**config.mk**
```make
export PLATFORM = sky130hd
export DESIGN_NAME = prox_sensor_i2c_cmd_regs
export DESIGN_NICKNAME = d
export VERILOG_FILES = /design/src/hw/prox_i2c_pkg.sv /design/src/hw/prox_sensor_i2c_cmd_regs.sv /design/src/hw/prox_reg_mem.sv
export VERILOG_INCLUDE_DIRS = /design/src /design/src/hw
export SDC_FILE = /design/constraint.sdc
export NUM_CORES = 1
export LEC_CHECK = 0
export ABC_AREA = 1
export BUFFER_PORTS_ARGS = -buffer_cell sky130_fd_sc_hd__buf_2
export CAP_MARGIN = 10
export CORE_AREA = 2 2 288 219
export DETAILED_ROUTE_END_ITERATION = 8
export DIE_AREA = 0 0 290 221
export SYNTH_ARGS = -nofsm -noshare
export SYNTH_HDL_FRONTEND = slang
export SYNTH_HIERARCHICAL = 1
export SYNTH_SLANG_ARGS = --single-unit
```
**constraint.sdc**
```tcl
create_clock -name clk_i -period 4 [get_ports clk_i]
set_clock_uncertainty 0.1 [all_clocks]
set_input_delay 0.4 -clock clk_i [delete_from_list [all_inputs] [get_ports clk_i]]
set_output_delay 0.4 -clock clk_i [all_outputs]
set_load 0.01 [all_outputs]
```
**src/hw/prox_i2c_params.svh**
```systemverilog
// register offsets, field positions, reset values and bus constants
`ifndef PROX_I2C_PARAMS_SVH
`define PROX_I2C_PARAMS_SVH
`define CMD_SEL_BIT        7
`define CMD_TYPE_HI        6
`define CMD_TYPE_LO        5
`define CMD_ADDR_HI        4
`define CMD_FUNC_NOP       5'h00
`define CMD_FUNC_INT_CLR   5'h05
`define CMD_RESET          8'h00
`define OFF_ENABLE         5'h00
`define OFF_LEGACY_TIME    5'h01
`define OFF_CONV_TIME      5'h02
`define OFF_WAIT           5'h03
`define OFF_LO_THR_LSB     5'h08
`define OFF_LO_THR_MSB     5'h09
`define OFF_HI_THR_LSB     5'h0a
`define OFF_HI_THR_MSB     5'h0b
`define OFF_FILTER         5'h0c
`define OFF_CONFIG         5'h0d
`define OFF_PULSE          5'h0e
`define OFF_CONTROL        5'h0f
`define OFF_PART_ID        5'h12
`define OFF_STATUS         5'h13
`define OFF_RESULT_LSB     5'h18
`define OFF_RESULT_MSB     5'h19
`define RST_ZERO           8'h00
`define RST_CONV_TIME      8'hff
`define RST_WAIT           8'hff
`define EN_INT_MASK_BIT    5
`define I2C_ADDR_RESET     7'h39
`define PART_ID_VALUE      8'h5a
`endif

```
**src/hw/prox_i2c_pkg.sv**
```systemverilog
// types shared by the proximity sensor target interface
package prox_i2c_pkg;
  typedef enum logic [1:0] {
    XFER_REPEAT,
    XFER_AUTO_INC,
    XFER_RESERVED,
    XFER_SPECIAL
  } xfer_type_t;

  typedef enum logic [2:0] {
    ST_IDLE,
    ST_ADDR,
    ST_ADDR_ACK,
    ST_WR_BYTE,
    ST_WR_ACK,
    ST_RD_BYTE,
    ST_RD_ACK,
    ST_SKIP
  } bus_state_t;
endpackage

```
**src/hw/prox_sensor_i2c_cmd_regs.sv**
```systemverilog
// i2c target, command pointer and register map of the proximity sensor
//
// Functional notes
// - 7-bit addressed i2c target, standard/fast
// - combined: command, repeated start, reads
// - plain read uses latched pointer address
// - msb-clear first byte is data
// - bits 6:5 select transfer type
// - repeat type keeps address fixed
// - auto-increment advances after each byte
// - bits 4:0 address or function code
// - function 00101 clears proximity interrupt
// - write-only command pointer resets zero
// - enable register resets zero, read/write
// - two 16-bit thresholds, read/write, zero
// - result bytes read-only, reset zero
// - enable bit 5 masks interrupt
// - interrupt set by the core's proximity event; thresholds are only stored, never compared here
`include "prox_i2c_params.svh"
`timescale 1ns/10ps
`default_nettype none
module prox_sensor_i2c_cmd_regs
  import prox_i2c_pkg::*;
#(
  parameter logic [6:0] TARGET_ADDR = `I2C_ADDR_RESET,
  parameter logic [7:0] PART_ID     = `PART_ID_VALUE   // arbitrary value
) (
  // clock and reset
  input  wire logic        clk_i,
  input  wire logic        srst_i,
  // i2c pins, sampled synchronously
  input  wire logic        scl_i,
  input  wire logic        sda_i,
  output logic             sda_o,
  output logic             sda_oe_o,
  // measurement core side
  input  wire logic [15:0] prox_result_i,
  input  wire logic        prox_result_vld_i,
  input  wire logic        prox_event_i,
  output logic             prox_int_o,
  output logic             prox_int_clr_o,
  output logic [7:0]       function_enable_o
);
  initial begin
    if (TARGET_ADDR == 7'h00) $error("general call address not allowed");
  end

  ////////////////////////////////////////////////////////////////////////
  // bus edge detection
  logic scl_q_reg;
  logic sda_q_reg;
  logic scl_rise;
  logic scl_fall;
  logic start_seen;
  logic stop_seen;
  // start and stop need scl high on two samples, so a slow edge is not taken
  always_comb begin
    scl_rise   = scl_i & ~scl_q_reg;
    scl_fall   = ~scl_i & scl_q_reg;
    start_seen = scl_i & scl_q_reg & sda_q_reg & ~sda_i;
    stop_seen  = scl_i & scl_q_reg & ~sda_q_reg & sda_i;
  end

  ////////////////////////////////////////////////////////////////////////
  // protocol state
  bus_state_t state_reg, state_next;
  logic [7:0] shift_reg, shift_next;
  logic [3:0] bit_cnt_reg, bit_cnt_next;
  logic       is_read_reg, is_read_next;
  // only the first byte after a write address may load the pointer
  logic       first_reg, first_next;
  logic [7:0] cmd_reg, cmd_next;
  logic       drive_reg, drive_next;
  logic       int_reg, int_next;
  logic [7:0] result_lsb_reg, result_lsb_next;
  logic [7:0] result_msb_reg, result_msb_next;
  logic       clr_reg, clr_next;
  logic       mem_we;
  logic [7:0] mem_rdata;
  logic [4:0] ptr;
  logic [7:0] rd_byte;
  xfer_type_t xtype;

  function automatic logic is_store_reg(input logic [4:0] a);
    // registers that live in the byte store and are writable
    return (a <= `OFF_WAIT) || ((a >= `OFF_LO_THR_LSB) && (a <= `OFF_CONTROL));
  endfunction

  // only auto-increment moves the pointer; the 5-bit address wraps 31 to 0
  function automatic logic [4:0] advance(input logic [7:0] c);
    return (xfer_type_t'(c[`CMD_TYPE_HI:`CMD_TYPE_LO]) == XFER_AUTO_INC) ?
           c[`CMD_ADDR_HI:0] + 5'd1 : c[`CMD_ADDR_HI:0];
  endfunction

  assign ptr   = cmd_reg[`CMD_ADDR_HI:0];
  assign xtype = xfer_type_t'(cmd_reg[`CMD_TYPE_HI:`CMD_TYPE_LO]);

  // byte store; reads and writes share the held pointer
  prox_reg_mem #(
    .AW (5)
  ) u_mem (
    .clk_i   (clk_i),
    .srst_i  (srst_i),
    .we_i    (mem_we),
    .waddr_i (ptr),
    .wdata_i (shift_reg),
    .raddr_i (ptr),
    .rdata_o (mem_rdata)
  );

  ////////////////////////////////////////////////////////////////////////
  // read mux; registered store data has one cycle of latency, ample at scl rate
  always_comb begin
    unique case (ptr)
      `OFF_PART_ID:    rd_byte = PART_ID;
      `OFF_STATUS:     rd_byte = {2'b00, int_reg, 5'b00000};
      `OFF_RESULT_LSB: rd_byte = result_lsb_reg;
      `OFF_RESULT_MSB: rd_byte = result_msb_reg;
      default:         rd_byte = is_store_reg(ptr) ? mem_rdata : 8'h00;
    endcase
  end

  ////////////////////////////////////////////////////////////////////////
  // byte engine: address match, command decode, data shift
  always_comb begin
    state_next      = state_reg;
    shift_next      = shift_reg;
    bit_cnt_next    = bit_cnt_reg;
    is_read_next    = is_read_reg;
    first_next      = first_reg;
    cmd_next        = cmd_reg;
    drive_next      = drive_reg;
    clr_next        = 1'b0;
    mem_we          = 1'b0;
    result_lsb_next = result_lsb_reg;
    result_msb_next = result_msb_reg;
    if (prox_result_vld_i) begin
      result_lsb_next = prox_result_i[7:0];
      result_msb_next = prox_result_i[15:8];
    end
    if (stop_seen) begin
      state_next = ST_IDLE;
      drive_next = 1'b0;
    end else if (start_seen) begin
      state_next   = ST_ADDR;
      bit_cnt_next = 4'd0;
      drive_next   = 1'b0;
    end else begin
      unique case (state_reg)
        // no frame, foreign address or read ended by nack: keep off the bus until start or stop
        ST_IDLE, ST_SKIP: ;
        ST_ADDR: begin
          if (scl_rise) begin
            shift_next   = {shift_reg[6:0], sda_i};
            bit_cnt_next = bit_cnt_reg + 4'd1;
          end else if (scl_fall && bit_cnt_reg == 4'd8) begin
            if (shift_reg[7:1] == TARGET_ADDR) begin
              is_read_next = shift_reg[0];
              first_next   = 1'b1;
              drive_next   = 1'b1;
              state_next   = ST_ADDR_ACK;
            end else begin
              state_next = ST_SKIP;
            end
          end
        end
        ST_ADDR_ACK: begin
          if (scl_fall) begin
            bit_cnt_next = 4'd0;
            if (is_read_reg) begin
              // pointer settled long ago, so the store data is valid here
              shift_next = rd_byte;
              drive_next = ~rd_byte[7];
              state_next = ST_RD_BYTE;
            end else begin
              drive_next = 1'b0;
              state_next = ST_WR_BYTE;
            end
          end
        end
        ST_WR_BYTE: begin
          if (scl_rise) begin
            shift_next   = {shift_reg[6:0], sda_i};
            bit_cnt_next = bit_cnt_reg + 4'd1;
          end else if (scl_fall && bit_cnt_reg == 4'd8) begin
            drive_next = 1'b1;
            state_next = ST_WR_ACK;
            if (first_reg && shift_reg[`CMD_SEL_BIT]) begin
              first_next = 1'b0;
              if (shift_reg[`CMD_TYPE_HI:`CMD_TYPE_LO] == XFER_SPECIAL) begin
                // special functions leave the held pointer alone
                if (shift_reg[`CMD_ADDR_HI:0] == `CMD_FUNC_INT_CLR) begin
                  clr_next = 1'b1;
                end
              end else begin
                cmd_next = shift_reg;
              end
            end else begin
              first_next = 1'b0;
              if (xtype != XFER_SPECIAL && is_store_reg(ptr)) begin
                mem_we = 1'b1;
              end
              cmd_next[`CMD_ADDR_HI:0] = advance(cmd_reg);
            end
          end
        end
        ST_WR_ACK: begin
          if (scl_fall) begin
            drive_next   = 1'b0;
            bit_cnt_next = 4'd0;
            state_next   = ST_WR_BYTE;
          end
        end
        ST_RD_BYTE: begin
          if (scl_fall) begin
            if (bit_cnt_reg == 4'd7) begin
              drive_next = 1'b0;
              state_next = ST_RD_ACK;
              cmd_next[`CMD_ADDR_HI:0] = advance(cmd_reg);
            end else begin
              shift_next   = {shift_reg[6:0], 1'b0};
              drive_next   = ~shift_reg[6];
              bit_cnt_next = bit_cnt_reg + 4'd1;
            end
          end
        end
        ST_RD_ACK: begin
          // a released sda is the controller's nack, which ends the read
          if (scl_rise) begin
            state_next = sda_i ? ST_SKIP : ST_ADDR_ACK;
            is_read_next = 1'b1;
          end
        end
        default: state_next = ST_IDLE;
      endcase
    end
  end

  ////////////////////////////////////////////////////////////////////////
  // interrupt: the event from the comparator wins over a clear
  always_comb begin
    int_next = int_reg;
    if (clr_reg) int_next = 1'b0;
    if (prox_event_i) int_next = 1'b1;
  end

  // reset levels of the pin copies match the idle bus, so no false edge
  always_ff @(posedge clk_i) begin
    if (srst_i) begin
      scl_q_reg      <= 1'b1;
      sda_q_reg      <= 1'b1;
      state_reg      <= ST_IDLE;
      shift_reg      <= 8'h00;
      bit_cnt_reg    <= 4'h0;
      is_read_reg    <= 1'b0;
      first_reg      <= 1'b0;
      cmd_reg        <= `CMD_RESET;
      drive_reg      <= 1'b0;
      clr_reg        <= 1'b0;
      int_reg        <= 1'b0;
      result_lsb_reg <= `RST_ZERO;
      result_msb_reg <= `RST_ZERO;
    end else begin
      scl_q_reg      <= scl_i;
      sda_q_reg      <= sda_i;
      state_reg      <= state_next;
      shift_reg      <= shift_next;
      bit_cnt_reg    <= bit_cnt_next;
      is_read_reg    <= is_read_next;
      first_reg      <= first_next;
      cmd_reg        <= cmd_next;
      drive_reg      <= drive_next;
      clr_reg        <= clr_next;
      int_reg        <= int_next;
      result_lsb_reg <= result_lsb_next;
      result_msb_reg <= result_msb_next;
    end
  end

  ////////////////////////////////////////////////////////////////////////
  // enable register is kept in the store, a shadow copy drives the mask
  logic [7:0] enable_reg, enable_next;
  always_comb begin
    enable_next = enable_reg;
    if (mem_we && ptr == `OFF_ENABLE) enable_next = shift_reg;
  end
  always_ff @(posedge clk_i) begin
    if (srst_i) enable_reg <= `RST_ZERO;
    else enable_reg <= enable_next;
  end

  ////////////////////////////////////////////////////////////////////////
  // outputs
  assign sda_o             = 1'b0;  // open drain: only ever pulls low
  assign sda_oe_o          = drive_reg;
  assign prox_int_o        = int_reg & enable_reg[`EN_INT_MASK_BIT];
  assign prox_int_clr_o    = clr_reg;
  assign function_enable_o = enable_reg;
endmodule
`default_nettype wire

```
**src/hw/prox_reg_mem.sv**
```systemverilog
// 32-entry byte register store with registered read data
`include "prox_i2c_params.svh"
`timescale 1ns/10ps
`default_nettype none
module prox_reg_mem #(
  parameter int AW = 5
) (
  // clock and reset
  input  wire logic          clk_i,
  input  wire logic          srst_i,
  // write port
  input  wire logic          we_i,
  input  wire logic [AW-1:0] waddr_i,
  input  wire logic [7:0]    wdata_i,
  // read port
  input  wire logic [AW-1:0] raddr_i,
  output logic      [7:0]    rdata_o
);
  initial begin
    if (AW < 5) $error("address width too small");
  end
  logic [7:0] mem_reg [2**AW];
  logic [7:0] rdata_reg;
  logic [7:0] rdata_next;

  always_comb begin
    rdata_next = mem_reg[raddr_i];
  end

  always_ff @(posedge clk_i) begin
    if (srst_i) begin
      rdata_reg <= 8'h00;
      for (int i = 0; i < 2**AW; i++) begin
        mem_reg[i] <= 8'h00;
      end
      mem_reg[`OFF_CONV_TIME] <= `RST_CONV_TIME;
      mem_reg[`OFF_WAIT]      <= `RST_WAIT;
    end else begin
      rdata_reg <= rdata_next;
      if (we_i) begin
        mem_reg[waddr_i] <= wdata_i;
      end
    end
  end
  assign rdata_o = rdata_reg;
endmodule
`default_nettype wire

```
==> results.py, run 1 <==
metrics = {
    "run_status": {
        "status": "finished clean",
    },
    "timing": {
        "fin_tns_setup_ns": 0,
        "holdWs_ns": 0.0242,
        "maxSlewViolCount": 0,
        "rsz0062_at_grt": "false",
        "finalSetupViolCount": 0,
        "worstMarginPinSlew_ns": 0.908,
        "fmax_mhz": 326,
        "finalCriticalPeriod_ns": 3.06,
        "period_share_pct": 76.6,
        "maxSlewHeadroom_pct": 39.4,
        "hold_viol": 0,
    },
    "floorplanning": {
        "start_util_pct": 24.8,
        "rows": 79,
        "pin_count": 34,
        "die-area_mm2": 0.0641,
        "die_w_um": 290,
        "core_area_mm2": 0.0614,
        "die_y_um": 221,
    },
    "yosys": {
        "yosysSeqAreaShare_pct": 58.6,
        "synth_compound_area_share_pct": 2.85,
        "syn_inst": 1786,
        "synth_cell_types": 31,
        "synth-simple-area-share_pct": 33.3,
        "async_flop_share_pct": 0,
        "synth-main-ff-cell": "edfxtp_1",
        "synth.avg_cell_area_um2": 8.51,
        "netlist_area_mm2": 0.0152,
        "synthAdderAreaFrac_pct": 0.494,
        "synthXorXnorAreaFrac_pct": 0.115,
        "synth_nets": 1814,
        "synth_mux_area_share_pct": 0,
        "synth_top_family_by_area": "simple AND/OR/NAND/NOR gates",
        "synth_edf_count": 256,
        "yosys_warnings": 6,
        "ys_ff_latch": 317,
    },
    "routing": {
        "routed_wl_um": 41300,
        "wl_per_cell_um": 15.7,
        "drt_iter0_drc": 1352,
        "drc": 0,
        "ant_nets": 0,
        "vias_per_cell": 4.62,
        "vias": 12100,
        "drtPass1Iterations": 6,
    },
    "worst_setup_path": {
        "crit_arrival_ns": 3.14,
        "slowest_stage": "nor3_4",
        "worstPathRequired_ns": 4.08,
        "rrSetupSlack_ns": 0.94,
        "start_kind": "flip-flop",
        "cp_cell_sequence": "inv_1 -> nor2_1 -> nand3_1 -> nor2_1 -> nand2_1 -> nor2_1 -> nand2_1 -> nor3_4 -> buf_4 -> nand2_2 -> nand2_1",
        "end_kind": "flip-flop",
        "cpPeakStageDelay_ns": 0.39,
        "worst-path-buf-inv": 2,
        "cp_top_family": "simple AND/OR/NAND/NOR gates",
        "cp_max_fo": 9,
        "setup.worst_path.class": "reg2reg",
    },
    "power": {
        "p_clk_share_pct": 33.2,
        "power_mw": 8.95,
        "p_sw_share_pct": 33.4,
        "p_comb_share_pct": 23.4,
        "p_leak_nw": 6.53,
        "p_sw_mw": 2.99,
        "pwr-share-seq_pct": 43.4,
        "peakVddDrop_mv": 0.278,
        "powerDensity_mw_per_mm2": 520,
        "p_int_mw": 5.96,
    },
    "clocking": {
        "cts_resized": 0,
        "clkSlewWorstSetupHoldPaths_ns": 0.06,
        "clock_path_buffers": 3,
        "insertion_delay_ns": 0.51,
        "cts.sinks": 317,
        "cts_tree": "yes",
        "numCtsBuffers": 35,
        "cts_setup_buffers": 0,
        "cts_root_buf": "clkbuf_16",
        "h-tree-depth": 2,
    },
    "cells_and_area": {
        "largest_register_ffs": 256,
        "area_delta_synth_final_pct": 13.3,
        "design_area_mm2": 0.0172,
        "fin_nets": 1817,
        "layout_commonest_cell": "nand2_1",
        "final_cells": 2621,
        "nFillCells": 6455,
        "mostFrequentLayoutCells": "nand2_1 (487), nor2_1 (415), edfxtp_1 (256), nand3_1 (233), inv_1 (66)",
        "antenna_cells": 0,
        "drive_gt1_share_pct": 9.33,
    },
    "global_route": {
        "grt_start_max_net_pins": 86,
        "antenna_found_initial": 0,
        "grt_use_total_pct": 12.5,
        "grt_pass1_vias": 11300,
        "gr-total-overflow": 0,
        "grt_pass1_wl_um": 64400,
    },
    "place": {
        "hpwlAfterDp_um": 26400,
        "portBuffers": 32,
        "dp_cells": 2561,
        "gp_congestion": 0.885,
        "postPlaceCellArea_mm2": 0.0162,
    },
    "run": {
        "cap_violations": 0,
    },
    "hold_path": {
        "hp-class": "in2reg",
    },
}
[cells in the mapped netlist, types with 5 or more instances]
cell,number,area share (%)
a21oi_1,27,0.89
nor3_2,7,0.46
clkbuf_1,49,1.2
o21ai_0,54,1.8
nor3_1,8,0.26
dfxtp_1,61,8.0
ha_1,6,0.49
buf_1,5,0.12
inv_2,9,0.22
nand2_1,487,12
nand2_2,33,1.4
inv_1,67,1.7
nand3_1,233,7.7
nor3_4,5,0.54
nor2_1,415,10
buf_2,36,1.2
nand4_1,5,0.21
edfxtp_1,256,51
[worst min-delay path: cells and delay by family]
kind | cells | cell delay [ns]
and+or+nand+nor | 2 | 0.11
buffers and inverters | 1 | 0.08
[final timing paths]
path                     startpoint              endpoint  depth (start not counted)
setup / recovery          scl_q_reg  u_mem/mem_reg[15][3]                         11
hold / removal    prox_result_i[15]     result_msb_reg[7]                          3
setup reg to reg          scl_q_reg  u_mem/mem_reg[15][3]                         11
hold reg to reg           first_reg             first_reg                          2
[power groups by stage]
| stage | Sequential, mW | Combinational (mW) | Clock [mW] |
|---|---|---|---|
| 2_1_floorplan | 3.91 | 1.39 | 0 |
| 3_5_place_dp | 3.95 | 2.05 | 0 |
| 6_report | 3.89 | 2.10 | 2.97 |
| 5_1_grt | 3.90 | 2.29 | 3.16 |
| 3_3_place_gp | 3.95 | 2.05 | 0 |
| 4_1_cts | 3.88 | 2.06 | 3.02 |
[cell type report]
class                      count  area (um^2)  share of cell area (%)
sequential                   317         8910                    51.8
multi-input combinational   1298         5580                    32.4
tap                          810         1010                    5.89
clock buffer                  45          933                    5.42
timing repair buffer          59          378                    2.19
inverter                      78          294                    1.71
clock inverter                14          101                   0.589
[kinds of logic (layout without fill, tap and decap cells)]
group	count (synthesis)	count (layout)
and+or+nand+nor	1203	1203
AOI/OAI and AO/OA	86	86
xor gates and xnor gates	2	2
DFF	317	317
adders and majority gates	6	6
other	1	1
buffers and inverters	171	196
[routing by layer]
| metal | part of all wire [%] | vias up | global-route usage [%] |
|---|---|---|---|
| li1 | - | 5869 | - |
| met1 | 45 | 5694 | 18.7 |
| met2 | 44 | 483 | 19.2 |
| met3 | 8.5 | 55 | 1.50 |
| met4 | 1.9 | 0 | 3.19 |
| met5 | 0 | - | 0 |
[metrics by stage]
| step | setup WS, ns | utilization (%) |
|---|---|---|
| finish | 0.935 | 28.0 |
| global route | 0.685 | 28.0 |
| CTS | 0.936 | 28.0 |
| detailed placement | 0.800 | 26.3 |
| global placement | 0.914 | 26.3 |
| floorplan | 1.13 | - |
[what timing repair did]
item / in CTS / in global routing
hold buffers: 1 / 0
endpoints found under the setup margin: 0 / 0
hold endpoints to repair: 1 / 0
No activity file was read; power rests on OpenSTA's default activity.
==> run 2, diff against run 1 <==
==> constraint.sdc (replaced) <==
create_clock -name clk_i -period 2.68 [get_ports clk_i]
set_clock_uncertainty 0.1 [all_clocks]
set_input_delay 0.268 -clock clk_i [delete_from_list [all_inputs] [get_ports clk_i]]
set_output_delay 0.268 -clock clk_i [all_outputs]
set_load 0.01 [all_outputs]
==> run 2 against run 1 <==
Net effect: die area unchanged; clock-buffer cell count down 2; highest routed layer unchanged; sequential share of layout area down 1.9 points; register-to-register slack worse by 0.76 ns; core utilization up 1.1 points; flip-flop and latch count unchanged; wire length up 2.5%.
==> results.py, run 2 (synthesis gave the netlist of run 1 again) <==
metrics = {
    "global_route": {
        "antenna_found_initial": 0,
        "grt_use_total_pct": 12.8,
        "grt_pass1_wl_um": 65400,
        "grt_pass1_vias": 11700,
        "grt_start_max_net_pins": 137,
        "gr-total-overflow": 0,
    },
    "timing": {
        "setup_ws_ns": 0.177,
        "rsz0062_at_grt": "false",
        "maxSlewHeadroom_pct": 48.7,
        "period_share_pct": 93.4,
        "maxSlewViolCount": 0,
        "worstMarginPinSlew_ns": 0.770,
        "fmax_mhz": 400,
        "finalCriticalPeriod_ns": 2.50,
        "hold_viol": 0,
        "finalSetupViolCount": 0,
    },
    "worst_setup_path": {
        "cp_max_fo": 9,
        "slowest_stage": "dlygate4sd3_1",
        "start_kind": "primary input",
        "worstPathRequired_ns": 2.79,
        "cp_cell_sequence": "dlygate4sd3_1 -> buf_2 -> nor2_1 -> nand3_1 -> nor2_2 -> nand2_1 -> nor2_1 -> nand2_2 -> nor3_4 -> buf_4 -> nand2_2 -> nand2_2",
        "reg2reg_depth": 9,
        "crit_path_frequent_cell": "nand2_2",
        "end_kind": "flip-flop",
        "cpPeakStageDelay_ns": 0.54,
        "setup.worst_path.class": "in2reg",
        "crit_arrival_ns": 2.61,
    },
    "routing": {
        "ant_nets": 0,
        "drc": 0,
        "vias_per_cell": 4.64,
        "routed_wl_um": 42300,
        "vias": 12400,
        "drtPass1Iterations": 5,
        "wl_per_cell_um": 15.8,
        "drt_iter0_drc": 1288,
    },
    "hold_path": {
        "hp-class": "in2reg",
        "min_path_cells": 3,
    },
    "cells_and_area": {
        "area_delta_synth_final_pct": 17.7,
        "nFillCells": 6451,
        "final_cells": 2680,
        "drive_gt1_share_pct": 12.4,
        "mostFrequentLayoutCells": "nand2_1 (464), nor2_1 (414), edfxtp_1 (256), nand3_1 (233), inv_1 (67)",
        "multiInputGateArea_mm2": 0.00566,
        "register_area_mm2": 0.00891,
        "antenna_cells": 0,
        "fin_nets": 1875,
        "layout_commonest_cell": "nand2_1",
        "largest_register_ffs": 256,
        "design_area_mm2": 0.0179,
    },
    "floorplanning": {
        "pin_count": 34,
        "die_y_um": 221,
        "die-area_mm2": 0.0641,
        "rows": 79,
        "core_area_mm2": 0.0614,
        "die_w_um": 290,
        "start_util_pct": 24.8,
    },
    "power": {
        "power_mw": 13.8,
        "peakVddDrop_mv": 0.344,
        "p_leak_nw": 6.83,
        "powerDensity_mw_per_mm2": 770,
    },
    "clocking": {
        "cts.sinks": 317,
        "cts_tree": "yes",
        "numCtsBuffers": 35,
        "cts_root_buf": "clkbuf_16",
        "clkSlewWorstSetupHoldPaths_ns": 0.06,
        "insertion_delay_ns": 0.52,
        "cts_setup_buffers": 0,
        "clock_path_buffers": 3,
        "h-tree-depth": 2,
    },
    "place": {
        "dp_slack_ns": -0.00348,
        "dp_cells": 2601,
        "gp_congestion": 0.879,
        "postPlaceCellArea_mm2": 0.0166,
        "portBuffers": 32,
        "hpwlAfterDp_um": 27400,
    },
    "run": {
        "cap_violations": 0,
    },
    "run_status": {
        "status": "finished clean",
    },
}
[run 2: cell count changes in the layout (fill, tap and decap cells not counted), sizes merged]
cell,change
clkbuf,-2
bufinv,+2
inv,-2
dlygate4sd3,+18
clkinvlp,-1
clkinv,+4
buf,+40
[run 2: final cells by class]
class,count,share of cell area (%)
Inverter,78,1.64
Sequential cell,317,49.8
Timing Repair Buffer,117,5.08
Clock inverter,17,0.832
Tap cell,810,5.67
Multi-Input combinational cell,1298,31.6
Clock buffer,43,5.30
[run 2: critical path, delay by kind of cell]
kind,cells,cell delay [ns]
simple gates,9,1.41
buf+inv,3,0.92
[run 2: timing repair]
| action | CTS | global route |
|---|---|---|
| cloned | 0 | 0 |
| pin swaps | 0 | 1 |
| hold endpoints to repair | 19 | 0 |
| endpoints found under the setup margin | 17 | 292 |
| gates resized for setup | 3 | 11 |
| hold buffers | 19 | 0 |
[run 2: worst paths after layout]
kind                                   startpoint              endpoint  slack, ns
worst max-delay path                        scl_i  u_mem/mem_reg[16][4]       0.18
worst min-delay path            prox_result_vld_i     result_lsb_reg[2]       0.07
worst max register to register         cmd_reg[0]      u_mem/rdata_o[5]       0.18
worst min register to register          first_reg             first_reg       0.36
[run 2: metal layers]
metal,share of wire [%],GRT usage [%],up-vias
met1,46,18.3,5956
met2,44,20.2,438
met3,8.0,1.99,56
met4,1.7,2.86,0
li1,-,-,5983
met5,0,0,-
[run 2: stage by stage]
stage	setup TNS (ns)	utilization, %	hold WS, ns
floorplan	-3.12	-	0.265
global placement	0	27.0	0.348
detailed placement	-0.0256	27.0	0.351
CTS	0	29.1	0.0466
global route	0	29.1	0.0900
finish	0	29.1	0.0744
[run 2: where the power goes]
group          switching [mW]  leakage [nW]  total, mW  internal (mW)
Sequential              0.172          3.09       5.76           5.59
Clock                    1.91         0.531       4.70           2.79
Combinational            2.43          3.21       3.31          0.879
Total                    4.51          6.83       13.8           9.25
